### config.mk
export PLATFORM = sky130hd
export DESIGN_NAME = wdam_top
export DESIGN_NICKNAME = d
export VERILOG_FILES = /design/src/wdam_pkg.sv /design/src/wdam_top.sv
export SDC_FILE = /design/constraint.sdc
export NUM_CORES = 1
export LEC_CHECK = 0
export BUFFER_PORTS_ARGS = -buffer_cell sky130_fd_sc_hd__buf_2
export CAP_MARGIN = 10
export CORE_MARGIN = 8
export CORE_UTILIZATION = 43
export DETAILED_ROUTE_END_ITERATION = 8
export PLACE_DENSITY_LB_ADDON = 0.2
export RECOVER_POWER = 100
export SYNTH_ARGS = -nofsm -noshare
export SYNTH_HDL_FRONTEND = slang
export SYNTH_SLANG_ARGS = --single-unit
### constraint.sdc
create_clock -name core_clk -period 6.2 [get_ports core_clk]
set_clock_uncertainty 0.2 [all_clocks]
set_input_delay 1.24 -clock core_clk [delete_from_list [all_inputs] [get_ports core_clk]]
set_output_delay 1.24 -clock core_clk [all_outputs]
set_load 0.01 [all_outputs]
### src/wdam_pkg.sv
// constants and types of the watchdog arm and monitor flag registers
// Notes on behaviour
// - service register always reads zero
// - rate zero: service writes ignored entirely
// - enabled, bad service byte resets at once
// - 0x55 then 0xaa restarts the period
// - pair must finish before period expires
// - repeated 0x55 writes keep sequence armed
// - window mode: early service write resets
// - select bit picks bandgap only with sensor enabled, else temperature
// - sensor enable powers sensor and amplifier
// - temperature level read-only, follows comparator
// - temperature flag sets on change, w1c
// - temperature enable gates its interrupt request
// - temperature control bits writable any time
// - low-voltage level read-only, follows comparator
// - low-voltage flag sets on change, w1c
// - low-voltage enable gates its interrupt request
// - low-voltage bits after reset follow supply
// - nonzero rate enables and starts watchdog
package wdam_pkg;
  // register indices; byte address is four times the index
  localparam logic [7:0] IDX_SERVICE = 8'h0f;
  localparam logic [7:0] IDX_TEMP_CTL = 8'h10;
  localparam logic [7:0] IDX_LV_CTL = 8'h11;
  localparam logic [7:0] IDX_WDG_CFG = 8'h0c;
  localparam logic [7:0] IDX_IRQ_STAT = 8'h18;
  localparam logic [7:0] IDX_IRQ_MASK = 8'h19;
  // control register fields
  localparam int BIT_FLAG = 0;
  localparam int BIT_IE = 1;
  localparam int BIT_LEVEL = 2;
  localparam int BIT_SENS_EN = 3;
  localparam int BIT_VOLTAGE_SELECT_BIT = 5;
  localparam int BIT_WINDOW = 7;
  localparam logic [2:0] RATE_OFF = 3'h0;
  // service sequence bytes
  localparam logic [7:0] SVC_ARM = 8'h55;
  localparam logic [7:0] SVC_FIRE = 8'haa;
  // sticky status bits
  localparam int ST_TEMP = 0;
  localparam int ST_LV = 1;
  localparam int ST_SVC = 2;
  localparam int ST_W = 3;
  // reset values
  localparam logic [7:0] RST_TEMP_CTL = 8'h00;
  localparam logic [3:0] RST_WDG_CFG = 4'h0;
  localparam logic [ST_W-1:0] RST_MASK = 3'h0;
  localparam int CNT_W = 25;
  localparam logic [1:0] HTRANS_NONSEQ = 2'h2;

  typedef struct packed {
    logic valid;
    logic write;
    logic [7:0] idx;
  } wdam_aphase_s;

  typedef struct packed {
    logic level;
    logic flag;
    logic ie;
  } wdam_mon_s;
endpackage

### src/wdam_top.sv
// watchdog arm, temperature and low-voltage monitor register block
`timescale 1ns/100ps
module wdam_top #(
  // log2 of the time-out length in clock cycles, rates 1 to 7
  parameter int RATE_LOG2_1 = 14,
  parameter int RATE_LOG2_2 = 16,
  parameter int RATE_LOG2_3 = 18,
  parameter int RATE_LOG2_4 = 20,
  parameter int RATE_LOG2_5 = 22,
  parameter int RATE_LOG2_6 = 23,
  parameter int RATE_LOG2_7 = 24
) (
  // clock and reset
  input wire logic core_clk,
  input wire logic reset_n,
  // ahb-lite slave
  input wire logic hsel,
  input wire logic [31:0] haddr,
  input wire logic [1:0] htrans,
  input wire logic hwrite,
  input wire logic [2:0] hsize,
  input wire logic hready,
  input wire logic [31:0] hwdata,
  output logic [31:0] hrdata,
  output logic hreadyout,
  output logic hresp,
  // analog comparators
  input wire logic tempAbove,
  input wire logic supplyLow,
  // analog controls
  output logic sensorEnable,
  output logic bandgapSelect,
  // system
  output logic watchdogReset,
  output logic irq
);
  import wdam_pkg::*;

  logic [1:0] rstSync_ff;
  logic rstN;
  wdam_aphase_s aph_ff;
  logic rdWait_ff;
  logic [31:0] hrdata_ff;
  logic hreadyout_ff;
  logic [2:0] tempSync_ff;
  logic [2:0] lvSync_ff;
  logic primed_ff;
  wdam_mon_s temp_ff;
  wdam_mon_s lv_ff;
  logic sensEn_ff;
  logic voltage_select_bit_ff;
  logic bandgapSel_ff;
  logic [2:0] rate_ff;
  logic window_ff;
  logic [CNT_W-1:0] cnt_ff;
  logic armed_ff;
  logic wdgRst_ff;
  logic [ST_W-1:0] stat_ff;
  logic [ST_W-1:0] mask_ff;
  logic irq_ff;
  logic [ST_W-1:0] evt;
  logic wrStb;
  logic [7:0] wb;
  logic svcWr;
  logic wdgOn;
  logic [CNT_W-1:0] periodM1;
  logic [CNT_W-1:0] threeQ;
  logic early;
  logic restart;
  logic badWrite;
  logic expiry;
  logic tempChg;
  logic lvChg;
  logic rdStat;
  logic [7:0] rdByte;

  // time-out length for a rate code
  function automatic logic [CNT_W-1:0] rateLen(input logic [2:0] r);
    int sh;
    sh = RATE_LOG2_7;
    case (r)
      3'h1: sh = RATE_LOG2_1;
      3'h2: sh = RATE_LOG2_2;
      3'h3: sh = RATE_LOG2_3;
      3'h4: sh = RATE_LOG2_4;
      3'h5: sh = RATE_LOG2_5;
      3'h6: sh = RATE_LOG2_6;
      default: sh = RATE_LOG2_7;
    endcase
    return CNT_W'(sh >= CNT_W ? 0 : (32'h1 << sh));
  endfunction

  // reset release through two flip-flops
  always_ff @(posedge core_clk or negedge reset_n) begin
    if (!reset_n) begin
      rstSync_ff <= 2'h0;
    end else begin
      rstSync_ff <= {rstSync_ff[0], 1'b1};
    end
  end
  assign rstN = rstSync_ff[1];

  // address phase capture and read wait state
  always_ff @(posedge core_clk or negedge rstN) begin
    if (!rstN) begin
      aph_ff <= '0;
      rdWait_ff <= 1'b0;
      hreadyout_ff <= 1'b1;
    end else begin
      if (hready && hreadyout_ff) begin
        aph_ff.valid <= hsel && (htrans == HTRANS_NONSEQ);
        aph_ff.write <= hwrite;
        aph_ff.idx <= haddr[9:2];
        rdWait_ff <= hsel && (htrans == HTRANS_NONSEQ) && !hwrite;
        hreadyout_ff <= !(hsel && (htrans == HTRANS_NONSEQ) && !hwrite);
      end else if (rdWait_ff) begin
        rdWait_ff <= 1'b0;
        aph_ff.valid <= 1'b0;
        hreadyout_ff <= 1'b1;
      end
    end
  end

  assign wrStb = aph_ff.valid && aph_ff.write;
  assign wb = hwdata[7:0];
  assign svcWr = wrStb && (aph_ff.idx == IDX_SERVICE);
  assign rdStat = rdWait_ff && (aph_ff.idx == IDX_IRQ_STAT);

  // read data mux
  always_comb begin
    rdByte = 8'h00;
    if (aph_ff.idx == IDX_SERVICE) begin
      rdByte = 8'h00;
    end else if (aph_ff.idx == IDX_TEMP_CTL) begin
      rdByte[BIT_VOLTAGE_SELECT_BIT] = voltage_select_bit_ff;
      rdByte[BIT_SENS_EN] = sensEn_ff;
      rdByte[BIT_LEVEL] = temp_ff.level;
      rdByte[BIT_IE] = temp_ff.ie;
      rdByte[BIT_FLAG] = temp_ff.flag;
    end else if (aph_ff.idx == IDX_LV_CTL) begin
      rdByte[BIT_LEVEL] = lv_ff.level;
      rdByte[BIT_IE] = lv_ff.ie;
      rdByte[BIT_FLAG] = lv_ff.flag;
    end else if (aph_ff.idx == IDX_WDG_CFG) begin
      rdByte[BIT_WINDOW] = window_ff;
      rdByte[2:0] = rate_ff;
    end else if (aph_ff.idx == IDX_IRQ_STAT) begin
      rdByte[ST_W-1:0] = stat_ff;
    end else if (aph_ff.idx == IDX_IRQ_MASK) begin
      rdByte[ST_W-1:0] = mask_ff;
    end
  end

  always_ff @(posedge core_clk or negedge rstN) begin
    if (!rstN) begin
      hrdata_ff <= 32'h0;
    end else if (rdWait_ff) begin
      hrdata_ff <= {24'h0, rdByte};
    end
  end

  always_ff @(posedge core_clk or negedge rstN) begin
    if (!rstN) begin
      tempSync_ff <= 3'h0;
      lvSync_ff <= 3'h0;
      primed_ff <= 1'b0;
    end else begin
      tempSync_ff <= {tempSync_ff[1:0], tempAbove};
      lvSync_ff <= {lvSync_ff[1:0], supplyLow};
      primed_ff <= 1'b1;
    end
  end

  // change counted once stages two and three agree
  assign tempChg = primed_ff && (tempSync_ff[2] == tempSync_ff[1])
                   && (tempSync_ff[2] != temp_ff.level);
  assign lvChg = primed_ff && (lvSync_ff[2] == lvSync_ff[1])
                 && (lvSync_ff[2] != lv_ff.level);

  // temperature monitor register
  always_ff @(posedge core_clk or negedge rstN) begin
    if (!rstN) begin
      temp_ff <= '0;
      sensEn_ff <= RST_TEMP_CTL[BIT_SENS_EN];
      voltage_select_bit_ff <= RST_TEMP_CTL[BIT_VOLTAGE_SELECT_BIT];
      bandgapSel_ff <= RST_TEMP_CTL[BIT_VOLTAGE_SELECT_BIT] && RST_TEMP_CTL[BIT_SENS_EN];
    end else begin
      if (wrStb && aph_ff.idx == IDX_TEMP_CTL) begin
        voltage_select_bit_ff <= wb[BIT_VOLTAGE_SELECT_BIT];
        sensEn_ff <= wb[BIT_SENS_EN];
        temp_ff.ie <= wb[BIT_IE];
        // bandgap route only with sensor on
        bandgapSel_ff <= wb[BIT_VOLTAGE_SELECT_BIT] && wb[BIT_SENS_EN];
      end
      if (tempChg) begin
        temp_ff.level <= tempSync_ff[2];
      end
      if (tempChg) begin
        temp_ff.flag <= 1'b1;
      end else if (wrStb && aph_ff.idx == IDX_TEMP_CTL && wb[BIT_FLAG]) begin
        temp_ff.flag <= 1'b0;
      end
    end
  end

  // low-voltage monitor register
  always_ff @(posedge core_clk or negedge rstN) begin
    if (!rstN) begin
      lv_ff <= '0;
    end else begin
      if (wrStb && aph_ff.idx == IDX_LV_CTL) begin
        lv_ff.ie <= wb[BIT_IE];
      end
      // a low supply seen after reset loads level and sets flag
      if (lvChg) begin
        lv_ff.level <= lvSync_ff[2];
      end
      if (lvChg) begin
        lv_ff.flag <= 1'b1;
      end else if (wrStb && aph_ff.idx == IDX_LV_CTL && wb[BIT_FLAG]) begin
        lv_ff.flag <= 1'b0;
      end
    end
  end

  // watchdog configuration
  always_ff @(posedge core_clk or negedge rstN) begin
    if (!rstN) begin
      rate_ff <= RST_WDG_CFG[2:0];
      window_ff <= RST_WDG_CFG[3];
    end else if (wrStb && aph_ff.idx == IDX_WDG_CFG) begin
      rate_ff <= wb[2:0];
      window_ff <= wb[BIT_WINDOW];
    end
  end

  assign wdgOn = (rate_ff != RATE_OFF);
  assign periodM1 = rateLen(rate_ff) - CNT_W'(1);
  assign threeQ = periodM1 - (periodM1 >> 2);
  // first three quarters of the period
  assign early = window_ff && (cnt_ff < threeQ);
  // nothing happens while the rate is zero
  // wrong byte or early write resets
  assign badWrite = svcWr && wdgOn
                    && (early || (wb != SVC_ARM && wb != SVC_FIRE));
  // fire byte after arm byte restarts
  assign restart = svcWr && wdgOn && !badWrite && wb == SVC_FIRE
                   && armed_ff;
  assign expiry = wdgOn && (cnt_ff == periodM1);

  // watchdog sequence and counter
  always_ff @(posedge core_clk or negedge rstN) begin
    if (!rstN) begin
      cnt_ff <= '0;
      armed_ff <= 1'b0;
      wdgRst_ff <= 1'b0;
    end else begin
      wdgRst_ff <= badWrite || expiry;
      // nonzero rate write starts the period
      if (!wdgOn || restart || expiry || badWrite
          || (wrStb && aph_ff.idx == IDX_WDG_CFG)) begin
        cnt_ff <= '0;
      end else begin
        cnt_ff <= cnt_ff + CNT_W'(1);
      end
      if (!wdgOn || restart || badWrite || expiry) begin
        armed_ff <= 1'b0;
      end else if (svcWr && wb == SVC_ARM) begin
        armed_ff <= 1'b1;
      end
    end
  end

  assign evt[ST_TEMP] = tempChg;
  assign evt[ST_LV] = lvChg;
  assign evt[ST_SVC] = restart;

  // sticky status, cleared by reading, set wins
  always_ff @(posedge core_clk or negedge rstN) begin
    if (!rstN) begin
      stat_ff <= '0;
      mask_ff <= RST_MASK;
    end else begin
      stat_ff <= (rdStat ? '0 : stat_ff) | evt;
      if (wrStb && aph_ff.idx == IDX_IRQ_MASK) begin
        mask_ff <= wb[ST_W-1:0];
      end
    end
  end

  // interrupt output
  always_ff @(posedge core_clk or negedge rstN) begin
    if (!rstN) begin
      irq_ff <= 1'b0;
    end else begin
      irq_ff <= (temp_ff.flag && temp_ff.ie) || (lv_ff.flag && lv_ff.ie)
                || (|(stat_ff & mask_ff));
    end
  end

  assign hrdata = hrdata_ff;
  assign hreadyout = hreadyout_ff;
  assign hresp = 1'b0;
  assign sensorEnable = sensEn_ff;
  assign bandgapSelect = bandgapSel_ff;
  assign watchdogReset = wdgRst_ff;
  assign irq = irq_ff;
endmodule

==> metrics.txt <==
status=finished with violations; failing checks=capacitance limit, slew limit; Final ANT Viol Nets=0; WS Path Type=reg2reg; Tightest Hold Check Type=reg2reg; final hold vios=0; max cap viols=1; PwrDens=between 200 and 300 nW/µm²; Syn-to-layout area delta=7.660%; commonest cells after routing, fill and taps aside=dfrtp_1, nand2_1, conb_1; post-route insts no fill=between 800 and 900; Die H=approximately 130 µm; hold buffers post-CTS=0; share of layout cells above drive strength 1=0.09657; final worst path period share=0.8503; Max Clock Freq=roughly 0.19 GHz; VDD IR max=0.1689 mV; htree depth=3; Comb pwr share=0.253; antenna diode instance count=0; Initial Utilization=0.4428; net switching power=about 460 µW; starting DRC count in detailed routing=between 200 and 300; Synth Instances=about 600; number of fill cells=around 1200; setup violators final=0; P_leak=2.627 nW; # IOs=around 110; DRC Markers=0; CP arrival=approximately 5.3 ns; setup bufs post-CTS=0; Placer Congestion=a little under 0.9; storage element area=between 1500 and 2000 µm²; initial antenna violation count=0; synthesized area per cell=between 8 and 9 µm²; vias in the first global route=4351; Crit Path Max Fanout=26; #FFs+latches synth=74; most common cell after layout, fill and taps aside=dfrtp_1; core area=about 12000 µm²; grt total ovfl=0; Clock power frac=0.335; TritonCTS clock tree=done; clock sinks=74; Syn. warnings=0; Final Hold Slack=0.1475 ns; port buffer count=35; maximum clock path buffer count=2; Finished Cell Area=~5800 µm²; die area=between 15000 and 20000 µm²; worst slew pin tran=about 3.7 ns; setup tns final=0 ns; Worst-Skew Late Latency=0.32 ns; Final Util=0.4768; Worst setup EP type=flip-flop; first-pass GRT wire length=roughly 20000 µm; pin count of the biggest net entering global routing=73; Reg power frac=0.412; max_slew headroom=-1.493; Netlist cell types=64; routed vias=4310; CTS root buffer=clkbuf_16; First-pass DRT Iterations=5; DR WL/cell=approximately 15 µm; Final Max Tran Viols=73; clock input transition at the sequential cells of the worst setup and hold paths=0.05 ns; Final #Nets=around 750; Inst Count DP=around 800; min Tclk post-route=about 5.3 ns; top_reg_cell synth=dfrtp_1; area post-placement=~5600 µm²; die width=roughly 130 µm; multi-input gate area in the final layout=about 3100 µm²; CP Data Required Time=6.22 ns; post-CTS sizing=0; drt via density=5.321; Rows=40; Post-synth ARST share=1.000; Startpoint Class=flip-flop; Final Power=1.482 mW; Worst Slack Setup Final=0.9280 ns; P_int=between 1 and 1.5 mW; EDFF count, synth=0; total track usage=0.1512; pre-CTS setup slack=0.9571 ns; Switching Share=0.3086; Post-Synthesis Cell Area=5341 µm²; RSZ-0062 raised after global routing=false; CTS Buf Count=9; Seq/Total Area, Yosys=0.3469; placed wire-length estimate=approximately 9000 µm; DRT Wirelength=11960 µm
[state kept, by name (all words and copies together), names as in the netlist, 2 cells and up]
name,count
hrdata,6
lv_ff,3
tempSync_ff,3
temp_ff,3
rstSync_ff,2
mask_ff,3
aph_ff,10
lvSync_ff,3
rate_ff,3
cnt_ff,25
stat_ff,3
[final cells by class]
| class | instances | area share |
|---|---|---|
| sequential | 74 | 0.3225 |
| inverter | 31 | 0.02024 |
| clock inverter | 3 | 0.006963 |
| timing repair buffer | 40 | 0.03329 |
| clock buffer | 12 | 0.04286 |
| tap | 168 | 0.03655 |
| multi-input combinational | 482 | 0.5376 |
[final timing paths]
check                         startpoint            end  slack (ns)  cells after the start
min in group asynchronous        reset_n  rstSync_ff[0]        0.49                      1
setup / recovery              rate_ff[0]      cnt_ff[9]        0.93                     19
hold / removal              lvSync_ff[0]   lvSync_ff[1]        0.15                      0
setup reg to reg              rate_ff[0]      cnt_ff[9]        0.93                     19
hold reg to reg             lvSync_ff[0]   lvSync_ff[1]        0.15                      0
max in group asynchronous  rstSync_ff[1]  bandgapSelect        2.26                      1
[cells by family (layout without fill, tap and decap cells)]
| kind of cell | count (synthesis) | in the layout | synth area share |
|---|---|---|---|
| AOI/OAI and AO/OA | 121 | 121 | 0.1417 |
| xor gates and xnor gates | 39 | 39 | 0.06395 |
| adders and majority gates | 37 | 37 | 0.08667 |
| buffers and inverters | 85 | 86 | 0.08386 |
| DFF | 74 | 74 | 0.3469 |
| muxes | 19 | 19 | 0.03982 |
| other | 2 | 42 | 0.001406 |
| and+or+nand+nor | 224 | 224 | 0.2357 |
[power groups by stage]
stage | logic [mW] | clock network, mW | registers [mW]
finish | 0.375 | 0.496 | 0.610
global route | 0.431 | 0.530 | 0.621
CTS | 0.375 | 0.510 | 0.610
detailed placement | 0.372 | 0 | 0.618
global placement | 0.364 | 0 | 0.615
floorplan | 0.309 | 0 | 0.602
[cells in the mapped netlist, drive strengths merged (2+ instances only)]
master | count | area, µm²
inv | 30 | 112.6
nor3 | 40 | 290.3
xnor2 | 23 | 201.4
or3 | 2 | 12.51
a221oi | 2 | 17.52
nand2b | 14 | 87.58
a21oi | 37 | 185.2
mux2 | 18 | 202.7
or4b | 2 | 23.77
nand3b | 3 | 22.52
buf | 37 | 267.8
nand2 | 55 | 206.5
o211ai | 2 | 15.01
o21ai | 34 | 173.9
nor4 | 4 | 25.02
o22ai | 3 | 18.77
nand3 | 25 | 137.6
o31ai | 4 | 30.03
a211oi | 4 | 30.03
a21boi | 2 | 15.01
or4 | 3 | 26.27
o21a | 3 | 22.52
conb | 2 | 7.510
nor2b | 5 | 31.28
nor4bb | 3 | 30.03
nor2 | 36 | 135.1
o211a | 2 | 20.02
nand4 | 10 | 62.56
and2 | 2 | 12.51
xor2 | 16 | 140.1
a2111oi | 2 | 17.52
clkbuf | 17 | 63.81
ha | 37 | 462.9
dfrtp | 73 | 1827
and3 | 8 | 50.05
a311oi | 2 | 17.52
nor3b | 5 | 42.54
a221o | 4 | 40.04
a31oi | 6 | 37.54
and3b | 2 | 17.52
a21o | 6 | 45.04
and4 | 2 | 17.52
a22o | 2 | 17.52
[worst max-delay path, stage by stage (launching register included)]
cell and delay [ns]:
dfrtp_1 0.54, buf_4 0.25, a21oi_1 0.08, o21ai_0 0.36, ha_1 0.37, a21oi_1 0.37
o21ai_0 0.18, nand2_1 0.09, nand2_1 0.05, a31oi_1 0.26, o21ai_0 0.14, o2bb2ai_1 0.16
ha_1 0.31, nand3_1 0.11, nor3_1 0.38, nand3_1 0.16, o211a_1 0.20, o21ai_0 0.31
nand3_4 0.33, nor3_1 0.29
[layer usage]
metal	share of wire	vias to the layer above	GRT usage
li1	-	2156	-
met1	0.45	2061	0.1872
met2	0.49	81	0.2543
met3	0.041	12	0.02080
met4	0.016	0	0.07278
met5	0	-	0
(Power assumes the default switching activity.)
